==> src/shared/llm_pkg.sv <==
// Purpose: Constants and types for the light-load mode and power-good controller
// Assumes: Voltages arrive as unsigned codes of 1/256 V per LSB, 16 bits wide
// Notes:   Timing counts derive from the 10 MHz controller clock
//
// How it works
// Feed-forward is off below 4.7 V input supply, on at or above.
// Without management bus, light-load allowed only with force-continuous bit at 0.
// SVID with force-continuous cleared: enter light load by load, no command needed.
// SVID with force-continuous set: PS2-PS4 allow light load; PS0, PS1, VID up forbid.
// Override enable 1, override value 0, force-continuous 1 forbids light load entirely.
// After reference ramp, sample error-amp level, hold in register, drive DAC.
// Enter light load after 8 consecutive cycles with zero crossing sensed.
// Light load: fixed pulse, low side until zero current, idle until sense hits reference.
// Sense at reference but current positive: delay next pulse until current is zero.
// Leave light load when output falls to 95 percent of reference.
// Leave light load when sense below reference over 3 consecutive zero crossings.
// Block light load during voltage transitions until ramp done and level re-held.
// Telemetry comes from the sense input at 1/256 V resolution.
// Overvoltage warning and undervoltage fault/warning compare digitized sense to limits.
// Management-bus mode: power good high while sense is inside programmed window.
// Threshold more than 630 mV from output is replaced by 630 mV tracking offset.
// Power good asserts at window entry by default; digital delay 0 to 10 ms.
// SVID mode: ignore window, assert once output within boot voltage tolerance.
// SVID mode: power good stays high; drops on fault or optional 0 V command.
// Configuring party should prefer forced continuous conduction where practical.
// Sense leaving window during delay restarts count and keeps power good low.
package llm_pkg;
    localparam int unsigned CLK_HZ         = 10_000_000;
    localparam int unsigned VW             = 16;
    localparam logic [15:0] FF_MIN_CODE    = 16'h04B3;  // 4.7 V in 1/256 V
    localparam logic [15:0] PG_TRACK_CODE  = 16'h00A1;  // 630 mV in 1/256 V
    localparam int unsigned PG_STEP_MS     = 1;
    localparam int unsigned PG_STEP_CYC    = CLK_HZ / 1000 * PG_STEP_MS;
    localparam logic [3:0]  PG_DLY_MAX     = 4'hA;
    localparam int unsigned ENTRY_ZC       = 8;
    localparam int unsigned EXIT_ZC        = 3;
    localparam logic [6:0]  EXIT_PCT       = 7'h5F;     // 95 percent
    localparam logic [2:0]  PS_ZERO        = 3'h0;
    localparam logic [2:0]  PS_ONE         = 3'h1;
    localparam int unsigned ONW            = 8;

    typedef enum logic [1:0]
    {
        LLM_PWM   = 2'b00,
        LLM_ON    = 2'b01,
        LLM_LOW   = 2'b10,
        LLM_IDLE  = 2'b11
    } llm_state_t;
endpackage : llm_pkg

==> src/rtl/llm_ctrl.sv <==
// Purpose: Light-load mode selection, sense supervision and power-good control
// Assumes: All inputs synchronous to mclk; analog compare results arrive as levels
// Notes:   Power-good pin is open drain, pulled low while pg_oe_n is low
`timescale 1ns/1ps
module llm_ctrl #(
    parameter int unsigned PG_STEP_CYC = llm_pkg::PG_STEP_CYC,
    parameter int unsigned ONW         = llm_pkg::ONW
) (
    input  wire logic                   mclk,
    input  wire logic                   reset_n,
    input  wire logic [15:0]            input_supply_voltage,
    output logic                        feed_forward_en,
    input  wire logic                   svid_mode,
    input  wire logic                   mgmt_bus_variant,
    input  wire logic                   mfr_aot_enable,
    input  wire logic                   force_continuous,
    input  wire logic                   power_state_override_enable,
    input  wire logic [2:0]             power_state_override_value,
    input  wire logic                   ps_cmd_valid,
    input  wire logic [2:0]             ps_cmd_state,
    input  wire logic                   vid_up_cmd,
    input  wire logic                   vid_zero_cmd,
    input  wire logic                   pg_drop_on_zero,
    input  wire logic                   ref_ramping,
    input  wire logic                   cal_done,
    input  wire logic [7:0]             error_amp_code,
    output logic [7:0]                  cal_dac_ff,
    output logic                        cal_valid_ff,
    input  wire logic                   switch_cycle,
    input  wire logic                   zero_cross,
    input  wire logic                   current_zero,
    input  wire logic                   feedback_input,
    input  wire logic [15:0]            sense_code,
    input  wire logic [15:0]            ref_code,
    input  wire logic [ONW-1:0]         on_width,
    output logic                        adaptive_on_time_mode,
    output logic                        high_side_drive,
    output logic                        low_side_drive,
    output logic [15:0]                 vout_telemetry_ff,
    input  wire logic [15:0]            ov_warn_limit,
    input  wire logic [15:0]            uv_fault_limit,
    input  wire logic [15:0]            uv_warn_limit,
    output logic                        ov_warn_ff,
    output logic                        uv_fault_ff,
    output logic                        uv_warn_ff,
    input  wire logic [15:0]            pg_on_code,
    input  wire logic [15:0]            pg_off_code,
    input  wire logic [15:0]            vout_code,
    input  wire logic                   pg_delay_en,
    input  wire logic [3:0]             power_good_delay_command,
    input  wire logic                   boot_in_tolerance,
    input  wire logic                   conversion_fault,
    output logic                        power_good_output,
    output logic                        pg_oe_n
);
    initial
    begin
        if (ONW < 2 || ONW > 16 || PG_STEP_CYC < 1)
            $error("llm_ctrl: unsupported parameter values");
    end

    // ------------------------------------------------------------
    // Helper functions
    // ------------------------------------------------------------
    function automatic logic [15:0] clamp_thr(input logic [15:0] thr, input logic [15:0] vo);
        logic [15:0] lim;
        lim = (vo > llm_pkg::PG_TRACK_CODE) ? vo - llm_pkg::PG_TRACK_CODE : 16'h0000;
        clamp_thr = (thr < lim) ? lim : thr;
    endfunction : clamp_thr

    // ------------------------------------------------------------
    // Feed-forward and telemetry
    // ------------------------------------------------------------
    assign feed_forward_en = (input_supply_voltage >= llm_pkg::FF_MIN_CODE);

    always_ff @(posedge mclk or negedge reset_n)
    begin
        if (!reset_n)
        begin
            vout_telemetry_ff <= 16'h0000;
            ov_warn_ff        <= 1'b0;
            uv_fault_ff       <= 1'b0;
            uv_warn_ff        <= 1'b0;
        end
        else
        begin
            vout_telemetry_ff <= sense_code;
            ov_warn_ff        <= (sense_code > ov_warn_limit);
            uv_fault_ff       <= (sense_code < uv_fault_limit);
            uv_warn_ff        <= (sense_code < uv_warn_limit);
        end
    end

    // ------------------------------------------------------------
    // Calibration hold
    // ------------------------------------------------------------
    always_ff @(posedge mclk or negedge reset_n)
    begin
        if (!reset_n)
        begin
            cal_dac_ff   <= 8'h00;
            cal_valid_ff <= 1'b0;
        end
        else if (ref_ramping)
            cal_valid_ff <= 1'b0;
        else if (cal_done && !cal_valid_ff)
        begin
            cal_dac_ff   <= error_amp_code;
            cal_valid_ff <= 1'b1;
        end
    end

    // ------------------------------------------------------------
    // Light-load permission
    // ------------------------------------------------------------
    logic ps_allow_ff;
    logic permit;

    always_ff @(posedge mclk or negedge reset_n)
    begin
        if (!reset_n)
            ps_allow_ff <= 1'b0;
        else if (vid_up_cmd || (ps_cmd_valid && (ps_cmd_state == llm_pkg::PS_ZERO ||
                                                 ps_cmd_state == llm_pkg::PS_ONE)))
            ps_allow_ff <= 1'b0;
        else if (ps_cmd_valid)
            ps_allow_ff <= 1'b1;
    end

    always_comb
    begin
        permit = 1'b0;
        if (svid_mode)
        begin
            if (!force_continuous)
                permit = 1'b1;
            else if (power_state_override_enable)
                permit = (power_state_override_value != llm_pkg::PS_ZERO) &&
                         (power_state_override_value != llm_pkg::PS_ONE);
            else
                permit = ps_allow_ff;
        end
        else if (mgmt_bus_variant)
            permit = mfr_aot_enable;
        else
            permit = !force_continuous;
        permit = permit && cal_valid_ff && !ref_ramping; // see
    end

    // ------------------------------------------------------------
    // Mode state machine
    // ------------------------------------------------------------
    llm_pkg::llm_state_t state_ff;
    logic [3:0]          zc_cnt_ff;
    logic [1:0]          below_cnt_ff;
    logic [ONW-1:0]      on_cnt_ff;
    logic [22:0]         low95;
    logic                drop95;

    assign low95  = 23'(ref_code) * 23'(llm_pkg::EXIT_PCT);
    assign drop95 = (23'(sense_code) * 23'h64) <= low95;

    always_ff @(posedge mclk or negedge reset_n)
    begin
        if (!reset_n)
            zc_cnt_ff <= 4'h0;
        else if (state_ff != llm_pkg::LLM_PWM)
            zc_cnt_ff <= 4'h0;
        else if (switch_cycle)
            zc_cnt_ff <= zero_cross ? ((zc_cnt_ff == 4'(llm_pkg::ENTRY_ZC)) ? zc_cnt_ff
                                        : zc_cnt_ff + 4'h1) : 4'h0;
    end

    always_ff @(posedge mclk or negedge reset_n)
    begin
        if (!reset_n)
            below_cnt_ff <= 2'h0;
        else if (state_ff == llm_pkg::LLM_PWM)
            below_cnt_ff <= 2'h0;
        else if (zero_cross)
            below_cnt_ff <= (sense_code < ref_code) ? below_cnt_ff + 2'h1 : 2'h0;
    end

    always_ff @(posedge mclk or negedge reset_n)
    begin
        if (!reset_n)
        begin
            state_ff  <= llm_pkg::LLM_PWM;
            on_cnt_ff <= '0;
        end
        else if (state_ff != llm_pkg::LLM_PWM && (!permit || drop95 ||
                 (zero_cross && sense_code < ref_code &&
                  below_cnt_ff == 2'(llm_pkg::EXIT_ZC - 1))))
            state_ff <= llm_pkg::LLM_PWM;          // see see
        else
        begin
            case (state_ff)
                llm_pkg::LLM_PWM:
                begin
                    if (permit && zc_cnt_ff == 4'(llm_pkg::ENTRY_ZC))
                        state_ff <= llm_pkg::LLM_IDLE;
                end
                llm_pkg::LLM_ON:
                begin
                    if (on_cnt_ff >= on_width)
                        state_ff <= llm_pkg::LLM_LOW;
                    else
                        on_cnt_ff <= on_cnt_ff + 1'b1;
                end
                llm_pkg::LLM_LOW:
                begin
                    if (current_zero)
                        state_ff <= llm_pkg::LLM_IDLE;
                end
                llm_pkg::LLM_IDLE:
                begin
                    if (sense_code <= ref_code && current_zero) // see
                    begin
                        state_ff  <= llm_pkg::LLM_ON;
                        on_cnt_ff <= '0;
                    end
                end
                default: state_ff <= llm_pkg::LLM_PWM;
            endcase
        end
    end

    assign adaptive_on_time_mode = (state_ff != llm_pkg::LLM_PWM);
    assign high_side_drive = (state_ff == llm_pkg::LLM_ON);
    assign low_side_drive  = (state_ff == llm_pkg::LLM_LOW);

    AST_NO_PULSE_WHILE_CURRENT: assert property (@(posedge mclk) disable iff (!reset_n)
        (state_ff == llm_pkg::LLM_IDLE && !current_zero) |=> state_ff != llm_pkg::LLM_ON)
        else $error("pulse started with current positive");
    AST_ENTRY_NEEDS_PERMIT: assert property (@(posedge mclk) disable iff (!reset_n)
        $rose(adaptive_on_time_mode) |-> $past(permit) && $past(zc_cnt_ff) == 4'h8)
        else $error("light load entered without eight crossings");
    AST_EXIT_ON_DROP: assert property (@(posedge mclk) disable iff (!reset_n)
        (adaptive_on_time_mode && drop95) |=> !adaptive_on_time_mode)
        else $error("light load held below 95 percent");
    AST_NO_LLM_IN_RAMP: assert property (@(posedge mclk) disable iff (!reset_n)
        ref_ramping |=> !adaptive_on_time_mode)
        else $error("light load during ramp");
    AST_FF_THRESHOLD: assert property (@(posedge mclk) disable iff (!reset_n)
        feed_forward_en == (input_supply_voltage >= 16'h04B3))
        else $error("feed-forward threshold wrong");
    AST_FORBID_ALL: assert property (@(posedge mclk) disable iff (!reset_n)
        (svid_mode && force_continuous && power_state_override_enable &&
         power_state_override_value == 3'h0) [*2] |-> !adaptive_on_time_mode)
        else $error("light load not forbidden");

    // ------------------------------------------------------------
    // Power good
    // ------------------------------------------------------------
    logic [15:0] thr_on;
    logic [15:0] thr_off;
    logic        in_win;
    logic [3:0]  ms_cnt_ff;
    logic [23:0] step_cnt_ff;
    logic        pg_ff;

    assign thr_on  = clamp_thr(pg_on_code, vout_code);
    assign thr_off = clamp_thr(pg_off_code, vout_code);
    assign in_win  = pg_ff ? (sense_code >= thr_off) : (sense_code >= thr_on);

    always_ff @(posedge mclk or negedge reset_n)
    begin
        if (!reset_n)
        begin
            pg_ff       <= 1'b0;
            ms_cnt_ff   <= 4'h0;
            step_cnt_ff <= 24'h000000;
        end
        else if (svid_mode)
        begin
            ms_cnt_ff   <= 4'h0;
            step_cnt_ff <= 24'h000000;
            if (conversion_fault || (pg_drop_on_zero && vid_zero_cmd))
                pg_ff <= 1'b0;
            else if (boot_in_tolerance)
                pg_ff <= 1'b1;
        end
        else if (!in_win || conversion_fault)
        begin
            pg_ff       <= 1'b0;
            ms_cnt_ff   <= 4'h0;
            step_cnt_ff <= 24'h000000;
        end
        else if (!pg_ff)
        begin
            if (!pg_delay_en || ms_cnt_ff >= power_good_delay_command ||
                ms_cnt_ff >= llm_pkg::PG_DLY_MAX)
                pg_ff <= 1'b1;
            else if (step_cnt_ff == 24'(PG_STEP_CYC - 1))
            begin
                step_cnt_ff <= 24'h000000;
                ms_cnt_ff   <= ms_cnt_ff + 4'h1;
            end
            else
                step_cnt_ff <= step_cnt_ff + 24'h000001;
        end
    end

    assign power_good_output = pg_ff;
    assign pg_oe_n           = pg_ff;

    AST_PG_DROP_OUT: assert property (@(posedge mclk) disable iff (!reset_n)
        (!svid_mode && !in_win) |=> !power_good_output)
        else $error("power good high outside window"); // see
    AST_PG_SVID_HOLD: assert property (@(posedge mclk) disable iff (!reset_n)
        (svid_mode && power_good_output && !conversion_fault && !vid_zero_cmd)
        |=> power_good_output)
        else $error("power good dropped in SVID mode");
    AST_PG_NO_DELAY: assert property (@(posedge mclk) disable iff (!reset_n)
        (!svid_mode && !pg_delay_en && in_win && !conversion_fault) |=> power_good_output)
        else $error("power good late without delay");
endmodule : llm_ctrl

==> config.mk <==
export PLATFORM = sky130hd
export DESIGN_NAME = llm_ctrl
export DESIGN_NICKNAME = d
export VERILOG_FILES = /design/src/shared/llm_pkg.sv /design/src/rtl/llm_ctrl.sv
export SDC_FILE = /design/constraint.sdc
export NUM_CORES = 1
export LEC_CHECK = 0
export BUFFER_PORTS_ARGS = -buffer_cell sky130_fd_sc_hd__buf_2
export CELL_PAD_IN_SITES_DETAIL_PLACEMENT = 0
export CELL_PAD_IN_SITES_GLOBAL_PLACEMENT = 2
export CORE_MARGIN = 1
export CORE_UTILIZATION = 35
export DETAILED_ROUTE_END_ITERATION = 10
export PLACE_DENSITY_LB_ADDON = 0.08
export RECOVER_POWER = 100
export SYNTH_ARGS = -nofsm -noshare
export SYNTH_HDL_FRONTEND = slang
export SYNTH_SLANG_ARGS = --single-unit
==> constraint.sdc <==
create_clock -name mclk -period 3.5 [get_ports mclk]
set_input_delay 1.05 -clock mclk [delete_from_list [all_inputs] [get_ports mclk]]
set_output_delay 1.05 -clock mclk [all_outputs]
set_load 0.02 [all_outputs]
==> summary.md, run 1 <==
| Metric | Value |
|---|---|
| Die X | `186 um` |
| Synth Instances | `1314` |
| Layout net count | `2367` |
| Period utilisation layout | `194%` |
| Setup TNS | `-98.38 ns` |
| Crit Path Max Fanout | `8` |
| Routed Antenna Nets | `0` |
| Worst-Margin Slew | `1.28 ns` |
| CTS tree | `done` |
| Clk_lat worst skew | `~0.34 ns` |
| Hold Crit Class | `reg -> reg` |
| Most frequent cells in the layout | `buf_4 (280), ha_1 (261), inv_1 (215)` |
| Starting Density | `36.0%` |
| Total grt overflow | `0` |
| Critical Setup Path Class | `in -> reg` |
| Internal | `4.67 mW` |
| Row count | `66` |
| Yosys warns | `0` |
| Pin count of the biggest net entering global routing | `47` |
| Syn nets | `1840` |
| 1st-iter DRT viols | `roughly 350` |
| Most common cell after layout, fill and taps aside | `buf_4` |
| Post-CTS Hold Buffers | `0` |
| Die height | `roughly 190 um` |
| Unrepaired setup endpoints after global routing | `true` |
| Sequential fraction of design power | `11.8%` |
| Share of cells above drive strength 1 | `32.9%` |
| GPL Wtd Cong | `0.854` |
| Final wirelength | `35.0 mm` |
| FMAX | `147 MHz` |
| Layout Skew | `0.0116 ns` |
| Layout Area Growth over Synthesis | `40.2%` |
| CTS clk-pin slew, worst paths | `roughly 0.070 ns` |
| Input/output buffers | `220` |
| CTS buffer count | `9` |
| Failing checks | `setup timing` |
| Synth area leader | `ha_1` |
| Register area share after synthesis | `15.6%` |
| Mean number of vias per cell | `4.76` |
| Avg Cell Area, Syn | `9.01 um^2` |
| DRC Markers | `0` |
| Combinational share of power | `between 70% and 80%` |
| Synthesized area | `0.0118 mm^2` |
| Clock Path Buffers | `2` |
| Top cells by area, synth | `ha_1 (29%), dfrtp_1 (16%), fa_1 (11%)` |
| PD cells | `504 mW/mm^2` |
| Outcome | `complete, but fails checks` |
| Vias in the first global route | `10900` |
| Asr flop ratio synth | `between 90% and 100%` |
| Overall global routing resource usage | `20.6%` |
| Root buf cell | `clkbuf_16` |
| Fin. Hold Viols | `0` |
| Synth unique cells | `69` |
| Total of max-cap violations | `0` |
| Initial antenna violation count | `4` |
| Placed insts | `2238` |
| Vias | `10900` |
| Relative slew margins | `around 15%` |
| Leakage | `8.79 nW` |
| CP required | `~3.7 ns` |
| Detailed Routing Iterations Pass 1 | `4` |
| Yosys reg bits | `74` |
| DP HPWL | `29.8 mm` |
| Min Tclk post-route | `6.80 ns` |
| Share of the synthesized area in the top cell type | `around 29%` |
| Clk sinks | `74` |
| First-pass GRT wire length | `approximately 55 mm` |
| Sw Ratio | `between 40 and 50%` |
| P_sw | `around 3.7 mW` |
| CP Launch Type | `input port` |
| Post-route insts no fill | `2289` |
| Post-synth EDFFs | `0` |
| Ports | `224` |
| Fin worst setup slack | `-3.30 ns` |
| CP endpoint kind | `register` |
| H-tree lvl count | `3` |
| Die area | `0.0346 mm^2` |
| Worst EP arrival | `about 7 ns` |
| Fin. max-slew vios | `0` |
| Clock Power Share | `11.5%` |
| Top FF cell, synth | `dfrtp_1` |
| WL per Instance | `15.3 um` |
| Core Area | `0.0329 mm^2` |
| Worst IR drop on VDD | `400 uV` |
| # setup viols final | `40` |
path summary, 6_finish.rpt:
path | startpoint | end | slack, ns | depth (start not counted)
worst max-delay path | ref_code[5] | on_cnt_ff[4]$_DFFE_PN0P_ | -3.30 | 28
worst min-delay path | cal_dac_ff[1]$_DFFE_PN0P_ | cal_dac_ff[1]$_DFFE_PN0P_ | 0.51 | 1
worst max register to register | on_cnt_ff[0]$_DFFE_PN0P_ | on_cnt_ff[4]$_DFFE_PN0P_ | 0.71 | 12
worst min register to register | cal_dac_ff[1]$_DFFE_PN0P_ | cal_dac_ff[1]$_DFFE_PN0P_ | 0.51 | 1
max in group asynchronous | reset_n | step_cnt_ff[0]$_DFFE_PN0P_ | 1.40 | 2
min in group asynchronous | reset_n | on_cnt_ff[2]$_DFFE_PN0P_ | 0.95 | 1
synthesized netlist by cell type (all sizes together), types with 3 or more instances:
master,n
o311ai,3
or3,7
a21oi,73
fa,65
a21boi,3
mux2i,34
nor4,10
inv,223
nand4,33
o21a,17
and2,5
a31oi,8
a41oi,3
nand3,24
a211oi,15
nand2,35
nor2,93
ha,271
a221oi,3
dfrtp,74
nor3,13
nand3b,8
xnor2,33
o21ai,44
or4,4
o21bai,4
xor2,35
buf,6
o31ai,9
a21o,56
and3,9
nor2b,19
o211ai,5
nor3b,5
o41ai,5
clkbuf,5
nand2b,21
mux2,10
per-layer routing:
metal | vias up | routed length (um) | track usage [%]
li1 | 5650 | - | -
met1 | 5039 | 17000 | 28.5
met2 | 186 | 16400 | 34.6
met3 | 23 | 1170 | 2.37
met4 | 6 | 355 | 3.44
met5 | - | 41 | 0
layout make-up:
cell class,instances,area [um^2]
timing repair buffer,523,3370
inverter,223,853
clock buffer,9,225
fill,3306,16300
tap,442,553
sequential,74,1850
clock inverter,7,61.3
antenna,1,2.50
multi-input combinational,1010,9680
state kept, by name, summed over array words and instances, names as in the netlist:
name / cells
uv_warn_ff: 1
cal_dac_ff: 8
uv_fault_ff: 1
ov_warn_ff: 1
zc_cnt_ff: 4
vout_telemetry_ff: 16
on_cnt_ff: 8
below_cnt_ff: 2
cal_valid_ff: 1
state_ff: 2
ps_allow_ff: 1
step_cnt_ff: 24
ms_cnt_ff: 4
pg_oe_n: 1
cell families after synthesis:
logic type	synth area share, %
buffers and inverters	7.61
multiplexers	3.83
adder cells (fa/ha/maj)	39.6
flip-flops	15.6
XOR/XNOR	5.03
AO/OA/AOI/OAI	15.3
AND/OR/NAND/NOR	13.0
through the flow:
stage                     total power [mW]  util, %  worst slack [ns]  hold slack [ns]  instance area [um^2]
after global routing                  9.22     50.5             -3.55            0.526                 16600
after CTS                             8.08     49.8             -3.25            0.504                 16400
after global placement                6.65     47.5             -3.62            0.485                 15600
after floorplan                       4.64        -             -3.18            0.507                 12000
after detailed placement              6.74     47.5             -3.87            0.490                 15600
final                                 8.37     50.5             -3.30            0.508                 16600
power groups by stage:
stage	Sequential, mW	Combinational [mW]	Clock, mW
floorplan	1.02	3.63	0
global placement	0.998	5.65	0
detailed placement	0.999	5.74	0
CTS	0.983	6.10	0.997
global route	0.995	7.20	1.02
finish	0.984	6.42	0.965
worst max-delay path, stage by stage:
cell,delay [ns]
buf_12,0.09
inv_6,0.03
fa_1,0.55
fa_1,0.44
fa_1,0.56
inv_2,0.04
fa_1,0.49
ha_4,0.31
a21oi_2,0.06
nor2b_2,0.16
a311oi_4,0.07
o31ai_4,0.30
o21ai_2,0.09
o2111a_1,0.29
buf_4,0.14
xor2_1,0.15
ha_1,0.29
nand4_1,0.13
nor4_2,0.20
buf_4,0.17
a221oi_4,0.06
o41ai_4,0.06
a211oi_2,0.11
a311oi_4,0.33
nand2_4,0.13
buf_4,0.17
o41ai_1,0.39
a21oi_1,0.13
what timing repair did:
item                       in CTS  in global routing
resized for setup              72                 62
gates cloned                    4                  1
setup endpoints to repair      39                 39
pin swaps                      66                 43
setup buffers                  20                 11
Power figures use the tool's default switching activity.
==> inputs of run 2 (changes only) <==
==> constraint.sdc (replaced) <==
create_clock -name mclk -period 3.5 [get_ports mclk]
set_input_delay 0.7 -clock mclk [delete_from_list [all_inputs] [get_ports mclk]]
set_output_delay 0.7 -clock mclk [all_outputs]
set_load 0.02 [all_outputs]
==> run 2 against run 1 <==
The run ends with capacitance limit, slew limit, setup timing left. Largest cell class unchanged. Register-to-register slack lost 0.02 ns. Die area did not move. Final cell count did not move. Global-route usage about the same. Via count up 0.29%. Hold slack lost 0.0020 ns. Clock skew rose by 0.00081 ns. Combinational power increased by 1%. Sequential power grew 0.6%. Setup slack gained 0.51 ns. First-iteration DRC count up 30%. Maximum frequency up 8.1%.
==> summary.md, run 2 (synthesized netlist as in run 1, its figures left out) <==
| Metric | Value |
|---|---|
| Total grt overflow | `0` |
| GPL Wtd Cong | `0.860` |
| PD cells | `514 mW/mm^2` |
| CTS buffer count | `9` |
| CP required | `3.78 ns` |
| Layout Area Growth over Synthesis | `41.9%` |
| H-tree lvl count | `3` |
| CP endpoint kind | `register` |
| Detailed Routing Iterations Pass 1 | `5` |
| Fin. Hold Viols | `0` |
| Reg with most FFs | `step_cnt_ff` |
| Crit Path Max Fanout | `8` |
| Largest regs | `step_cnt_ff: 24 flops, vout_telemetry_ff: 16 flops` |
| Setup TNS | `-88.33 ns` |
| 1st-iter DRT viols | `457` |
| CP top delay family | `adder cells` |
| CP Launch Type | `input port` |
| CP cell instances | `buf_6, buf_6, fa_1, fa_1, fa_1, fa_1, ha_4, nor2b_4, a311oi_4, buf_4, buf_4, o21ai_1, a41oi_2, xor2_1, ha_1, nand4_1, nor4_2, nand2_1, a21oi_2, a211oi_2, a311oi_4, nand2_4, or4b_4, a21oi_2` |
| Post-CTS Hold Buffers | `0` |
| Most frequent cells in the layout | `buf_4 (271), ha_1 (255), inv_1 (214)` |
| Core Area | `0.0329 mm^2` |
| R2r setup slk | `0.69 ns` |
| CTS clk-pin slew, worst paths | `0.07 ns` |
| Worst EP arrival | `about 6.6 ns` |
| Overall global routing resource usage | `20.6%` |
| Most common cell after layout, fill and taps aside | `buf_4` |
| Worst IR drop on VDD | `around 390 uV` |
| Routed Antenna Nets | `0` |
| Relative slew margins | `-16.8%` |
| Outcome | `complete, but fails checks` |
| Crit path buffers/inverters | `4` |
| Period utilisation layout | `180%` |
| Post-route insts no fill | `2289` |
| WL per Instance | `15.3 um` |
| Unrepaired setup endpoints after global routing | `true` |
| Root buf cell | `clkbuf_16` |
| Vias | `10900` |
| DP HPWL | `between 20 and 30 mm` |
| Input/output buffers | `220` |
| DRC Markers | `0` |
| Critical Setup Path Class | `in -> reg` |
| Die height | `between 150 and 200 um` |
| Placed insts | `2231` |
| Fin. max-slew vios | `67` |
| Worst path slowest cell | `fa_1` |
| Row count | `66` |
| Pin count of the biggest net entering global routing | `67` |
| Share of cells above drive strength 1 | `33.7%` |
| Worst-Margin Slew | `approximately 1.8 ns` |
| CTS tree | `done` |
| Clk_lat worst skew | `about 0.35 ns` |
| Min Tclk post-route | `6.29 ns` |
| Fin worst setup slack | `-2.79 ns` |
| Layout net count | `between 2000 and 2500` |
| Starting Density | `36.0%` |
| Mean number of vias per cell | `around 4.8` |
| First-pass GRT wire length | `55.3 mm` |
| Clk sinks | `74` |
| Layout Skew | `0.0124 ns` |
| Crit-path most repeated cell | `fa_1` |
| Clock Path Buffers | `2` |
| Hold Crit Class | `reg -> reg` |
| Initial antenna violation count | `6` |
| Die area | `0.0346 mm^2` |
| Vias in the first global route | `10900` |
| Ports | `224` |
| Total of max-cap violations | `1` |
| FMAX | `159 MHz` |
| Crit-path max cell delay | `roughly 0.57 ns` |
| Max FFs per register | `24` |
| Failing checks | `capacitance limit, slew limit, setup timing` |
| Leakage | `just under 9 nW` |
| Die X | `between 150 and 200 um` |
| Final wirelength | `between 30 and 40 mm` |
| # setup viols final | `39` |
==> run 2: area by class of cell <==
| cell class | count | area [um^2] |
|---|---|---|
| timing repair buffer | 523 | 3450 |
| fill | 3288 | 16100 |
| clock inverter | 7 | 124 |
| multi-input combinational | 1009 | 9750 |
| clock buffer | 9 | 225 |
| sequential | 74 | 1850 |
| antenna | 2 | 5.00 |
| inverter | 223 | 848 |
| tap | 442 | 553 |
==> run 2: power breakdown <==
part	switching (mW)	internal [mW]	leakage (nW)
Sequential	0.0674	0.922	0.961
Clock	0.435	0.705	0.167
Combinational	3.19	3.31	7.70
Total	3.69	4.94	8.83
==> run 2: final timing paths <==
path | end | depth (start not counted) | startpoint
worst max-delay path | on_cnt_ff[4]$_DFFE_PN0P_ | 24 | ref_code[6]
worst min-delay path | cal_dac_ff[7]$_DFFE_PN0P_ | 1 | cal_dac_ff[7]$_DFFE_PN0P_
worst max register to register | on_cnt_ff[4]$_DFFE_PN0P_ | 11 | on_cnt_ff[0]$_DFFE_PN0P_
worst min register to register | cal_dac_ff[7]$_DFFE_PN0P_ | 1 | cal_dac_ff[7]$_DFFE_PN0P_
max in group asynchronous | vout_telemetry_ff[0]$_DFF_PN0_ | 1 | reset_n
min in group asynchronous | zc_cnt_ff[3]$_DFFE_PN0P_ | 1 | reset_n
==> run 2: layer usage <==
| metal | part of all wire (%) | routed length (um) | track usage, % | up-vias |
|---|---|---|---|---|
| met1 | 48 | 16700 | 28.1 | 5037 |
| met2 | 46 | 16100 | 34.2 | 210 |
| met3 | 4.2 | 1490 | 2.48 | 37 |
| met4 | 1.8 | 640 | 4.89 | 8 |
| met5 | 0.16 | 56 | 0 | - |
| li1 | - | - | - | 5644 |
==> run 2: repair_timing <==
action	in CTS	in global routing
setup buffers	29	10
resized for setup	79	78
endpoints found under the setup margin	39	39
pin swaps	74	69
gates cloned	4	0
==> run 2: stage by stage <==
step                total power [mW]  hold WS [ns]  worst slack [ns]  util, %  instance area (um^2)
finish                          8.63         0.506             -2.79     51.1                 16800
global placement                6.64         0.485             -3.29     47.3                 15600
global route                    9.54         0.500             -3.07     51.1                 16800
detailed placement              6.72         0.491             -3.49     47.3                 15600
floorplan                       4.64         0.404             -2.83        -                 12000
CTS                             8.39         0.493             -2.87     50.3                 16500
==> inputs of run 3 (changes only) <==
--- a/config.mk
+++ b/config.mk
@@ -11,8 +11,10 @@
 export CORE_MARGIN = 1
 export CORE_UTILIZATION = 35
 export DETAILED_ROUTE_END_ITERATION = 10
+export MAX_ROUTING_LAYER = met4
 export PLACE_DENSITY_LB_ADDON = 0.08
 export RECOVER_POWER = 100
+export SKIP_CTS_REPAIR_TIMING = 1
 export SYNTH_ARGS = -nofsm -noshare
 export SYNTH_HDL_FRONTEND = slang
 export SYNTH_SLANG_ARGS = --single-unit
==> run 3 against run 2 <==
The flow still finishes with violations (capacitance limit, slew limit, setup timing). Global-route usage about the same. Maximum frequency shrank 2.6%. Register-to-register slack improved by 0.05 ns. Count of clock-buffer cells in the layout is 2 higher. Final cell count down 0.61%. Critical path type unchanged.
==> summary.md, run 3 (synthesized netlist as in run 1, its figures left out) <==
| Metric | Value |
|---|---|
| Die X | `approximately 190 um` |
| Period utilisation layout | `184%` |
| Total grt overflow | `0` |
| CTS buffer count | `9` |
| Hold Crit Class | `reg -> reg` |
| Root buf cell | `clkbuf_16` |
| Crit Path Max Fanout | `8` |
| Final wirelength | `34.5 mm` |
| Unrepaired setup endpoints after global routing | `true` |
| R2r setup slk | `0.74 ns` |
| DRC Markers | `0` |
| Most frequent cells in the layout | `buf_4 (265), ha_1 (262), inv_1 (213)` |
| Worst path slowest cell | `fa_1` |
| Initial antenna violation count | `5` |
| Worst r2r src | `on_cnt_ff[0]$_DFFE_PN0P_` |
| Largest regs | `step_cnt_ff: 24 flops, vout_telemetry_ff: 16 flops` |
| Pin count of the biggest net entering global routing | `46` |
| Detailed Routing Iterations Pass 1 | `5` |
| Layout Area Growth over Synthesis | `37.9%` |
| Row count | `66` |
| Mean number of vias per cell | `4.76` |
| Clock Path Buffers | `2` |
| First-pass GRT wire length | `53.5 mm` |
| Worst EP arrival | `6.73 ns` |
| Core Area | `0.0329 mm^2` |
| Routed Antenna Nets | `0` |
| Fin. max-slew vios | `46` |
| # setup viols final | `39` |
| Overall global routing resource usage | `20.5%` |
| PD cells | `501 mW/mm^2` |
| CP Launch Type | `input port` |
| Crit-path most repeated cell | `fa_1` |
| WL per Instance | `15.2 um` |
| Critical Path Source | `ref_code[4]` |
| Vias | `10800` |
| CTS clk-pin slew, worst paths | `~0.060 ns` |
| Placed insts | `roughly 2200` |
| CP endpoint | `on_cnt_ff[6]$_DFFE_PN0P_` |
| Worst-Margin Slew | `~2.7 ns` |
| CP required | `3.77 ns` |
| Reg2reg path depth | `11` |
| Worst IR drop on VDD | `350 uV` |
| Post-route insts no fill | `2275` |
| Starting Density | `36.0%` |
| Relative slew margins | `-81.6%` |
| Layout Skew | `roughly 0.013 ns` |
| Hold Slack | `0.503 ns` |
| Critical Setup Path Class | `in -> reg` |
| Overall Power | `8.18 mW` |
| Outcome | `complete, but fails checks` |
| Layout net count | `2349` |
| Setup TNS | `-89.11 ns` |
| CTS tree | `done` |
| Min Tclk post-route | `6.45 ns` |
| Fin. Hold Viols | `0` |
| Die height | `approximately 190 um` |
| Die area | `0.0346 mm^2` |
| Total of max-cap violations | `1` |
| DP HPWL | `29.6 mm` |
| Vias in the first global route | `10800` |
| Reg with most FFs | `step_cnt_ff` |
| Most common cell after layout, fill and taps aside | `buf_4` |
| FMAX | `155 MHz` |
| Reg-to-Reg End | `on_cnt_ff[6]$_DFFE_PN0P_` |
| Input/output buffers | `220` |
| CP endpoint kind | `register` |
| Clk sinks | `74` |
| Leakage | `8.68 nW` |
| Crit-path max cell delay | `0.57 ns` |
| GPL Wtd Cong | `0.874` |
| Failing checks | `capacitance limit, slew limit, setup timing` |
| H-tree lvl count | `3` |
| Final core occ | `between 40% and 50%` |
| Ports | `approximately 220` |
| 1st-iter DRT viols | `385` |
| Fin worst setup slack | `-2.95 ns` |
| Max FFs per register | `24` |
| Share of cells above drive strength 1 | `31.8%` |
| Clk_lat worst skew | `0.35 ns` |
==> run 3: area by class of cell <==
class | count | area (um^2)
diodes | 5 | 12.5
clock buffers | 11 | 253
clock inverters | 5 | 61.3
fillers | 3325 | 16500
inverters | 223 | 848
multi-input cells | 1010 | 9530
flip-flops and latches | 74 | 1850
well taps | 442 | 553
repair buffers | 505 | 3220
==> run 3: per-stage QoR <==
step                      worst slack (ns)  area [um^2]
after floorplan                      -2.83        12000
after global placement               -3.29        15600
after detailed placement             -3.48        15600
after CTS                            -3.14        15900
after global routing                 -3.30        16300
final                                -2.95        16300
==> run 3: worst max-delay path: cells and delay by family <==
kind                     cells  cell delay [ns]
AND/OR/NAND/NOR              6             1.40
buffers and inverters        4             0.36
adder cells (fa/ha/maj)      6             2.62
AO/OA/AOI/OAI                8             1.54
XOR/XNOR                     1             0.11
==> run 3: worst min-delay path by stage <==
| stage | start | depth (start not counted) | to |
|---|---|---|---|
| 2_1_floorplan | reset_n | 0 | below_cnt_ff[0]$_DFFE_PN0P_ |
| 3_3_place_gp | cal_dac_ff[1]$_DFFE_PN0P_ | 1 | cal_dac_ff[1]$_DFFE_PN0P_ |
| 3_5_place_dp | cal_dac_ff[5]$_DFFE_PN0P_ | 1 | cal_dac_ff[5]$_DFFE_PN0P_ |
| 4_1_cts | reset_n | 1 | on_cnt_ff[2]$_DFFE_PN0P_ |
| 5_1_grt | vid_up_cmd | 2 | ps_allow_ff$_DFFE_PN0P_ |
| 6_report | cal_dac_ff[5]$_DFFE_PN0P_ | 1 | cal_dac_ff[5]$_DFFE_PN0P_ |
==> run 3: report_power, final <==
part | total (mW) | leakage, nW | internal (mW) | switching, mW
sequential | 0.986 | 0.961 | 0.923 | 0.0628
clock | 1.01 | 0.156 | 0.596 | 0.415
combinational | 6.18 | 7.56 | 3.11 | 3.07
total | 8.18 | 8.68 | 4.63 | 3.55
==> run 3: metal layers <==
metal / vias up / GRT usage, % / share of wire (%)
met5: - / - / 0
met4: 0 / 4.36 / 1.5
met3: 23 / 2.70 / 3.8
met2: 201 / 33.1 / 46
met1: 4982 / 27.4 / 48
li1: 5623 / - / -
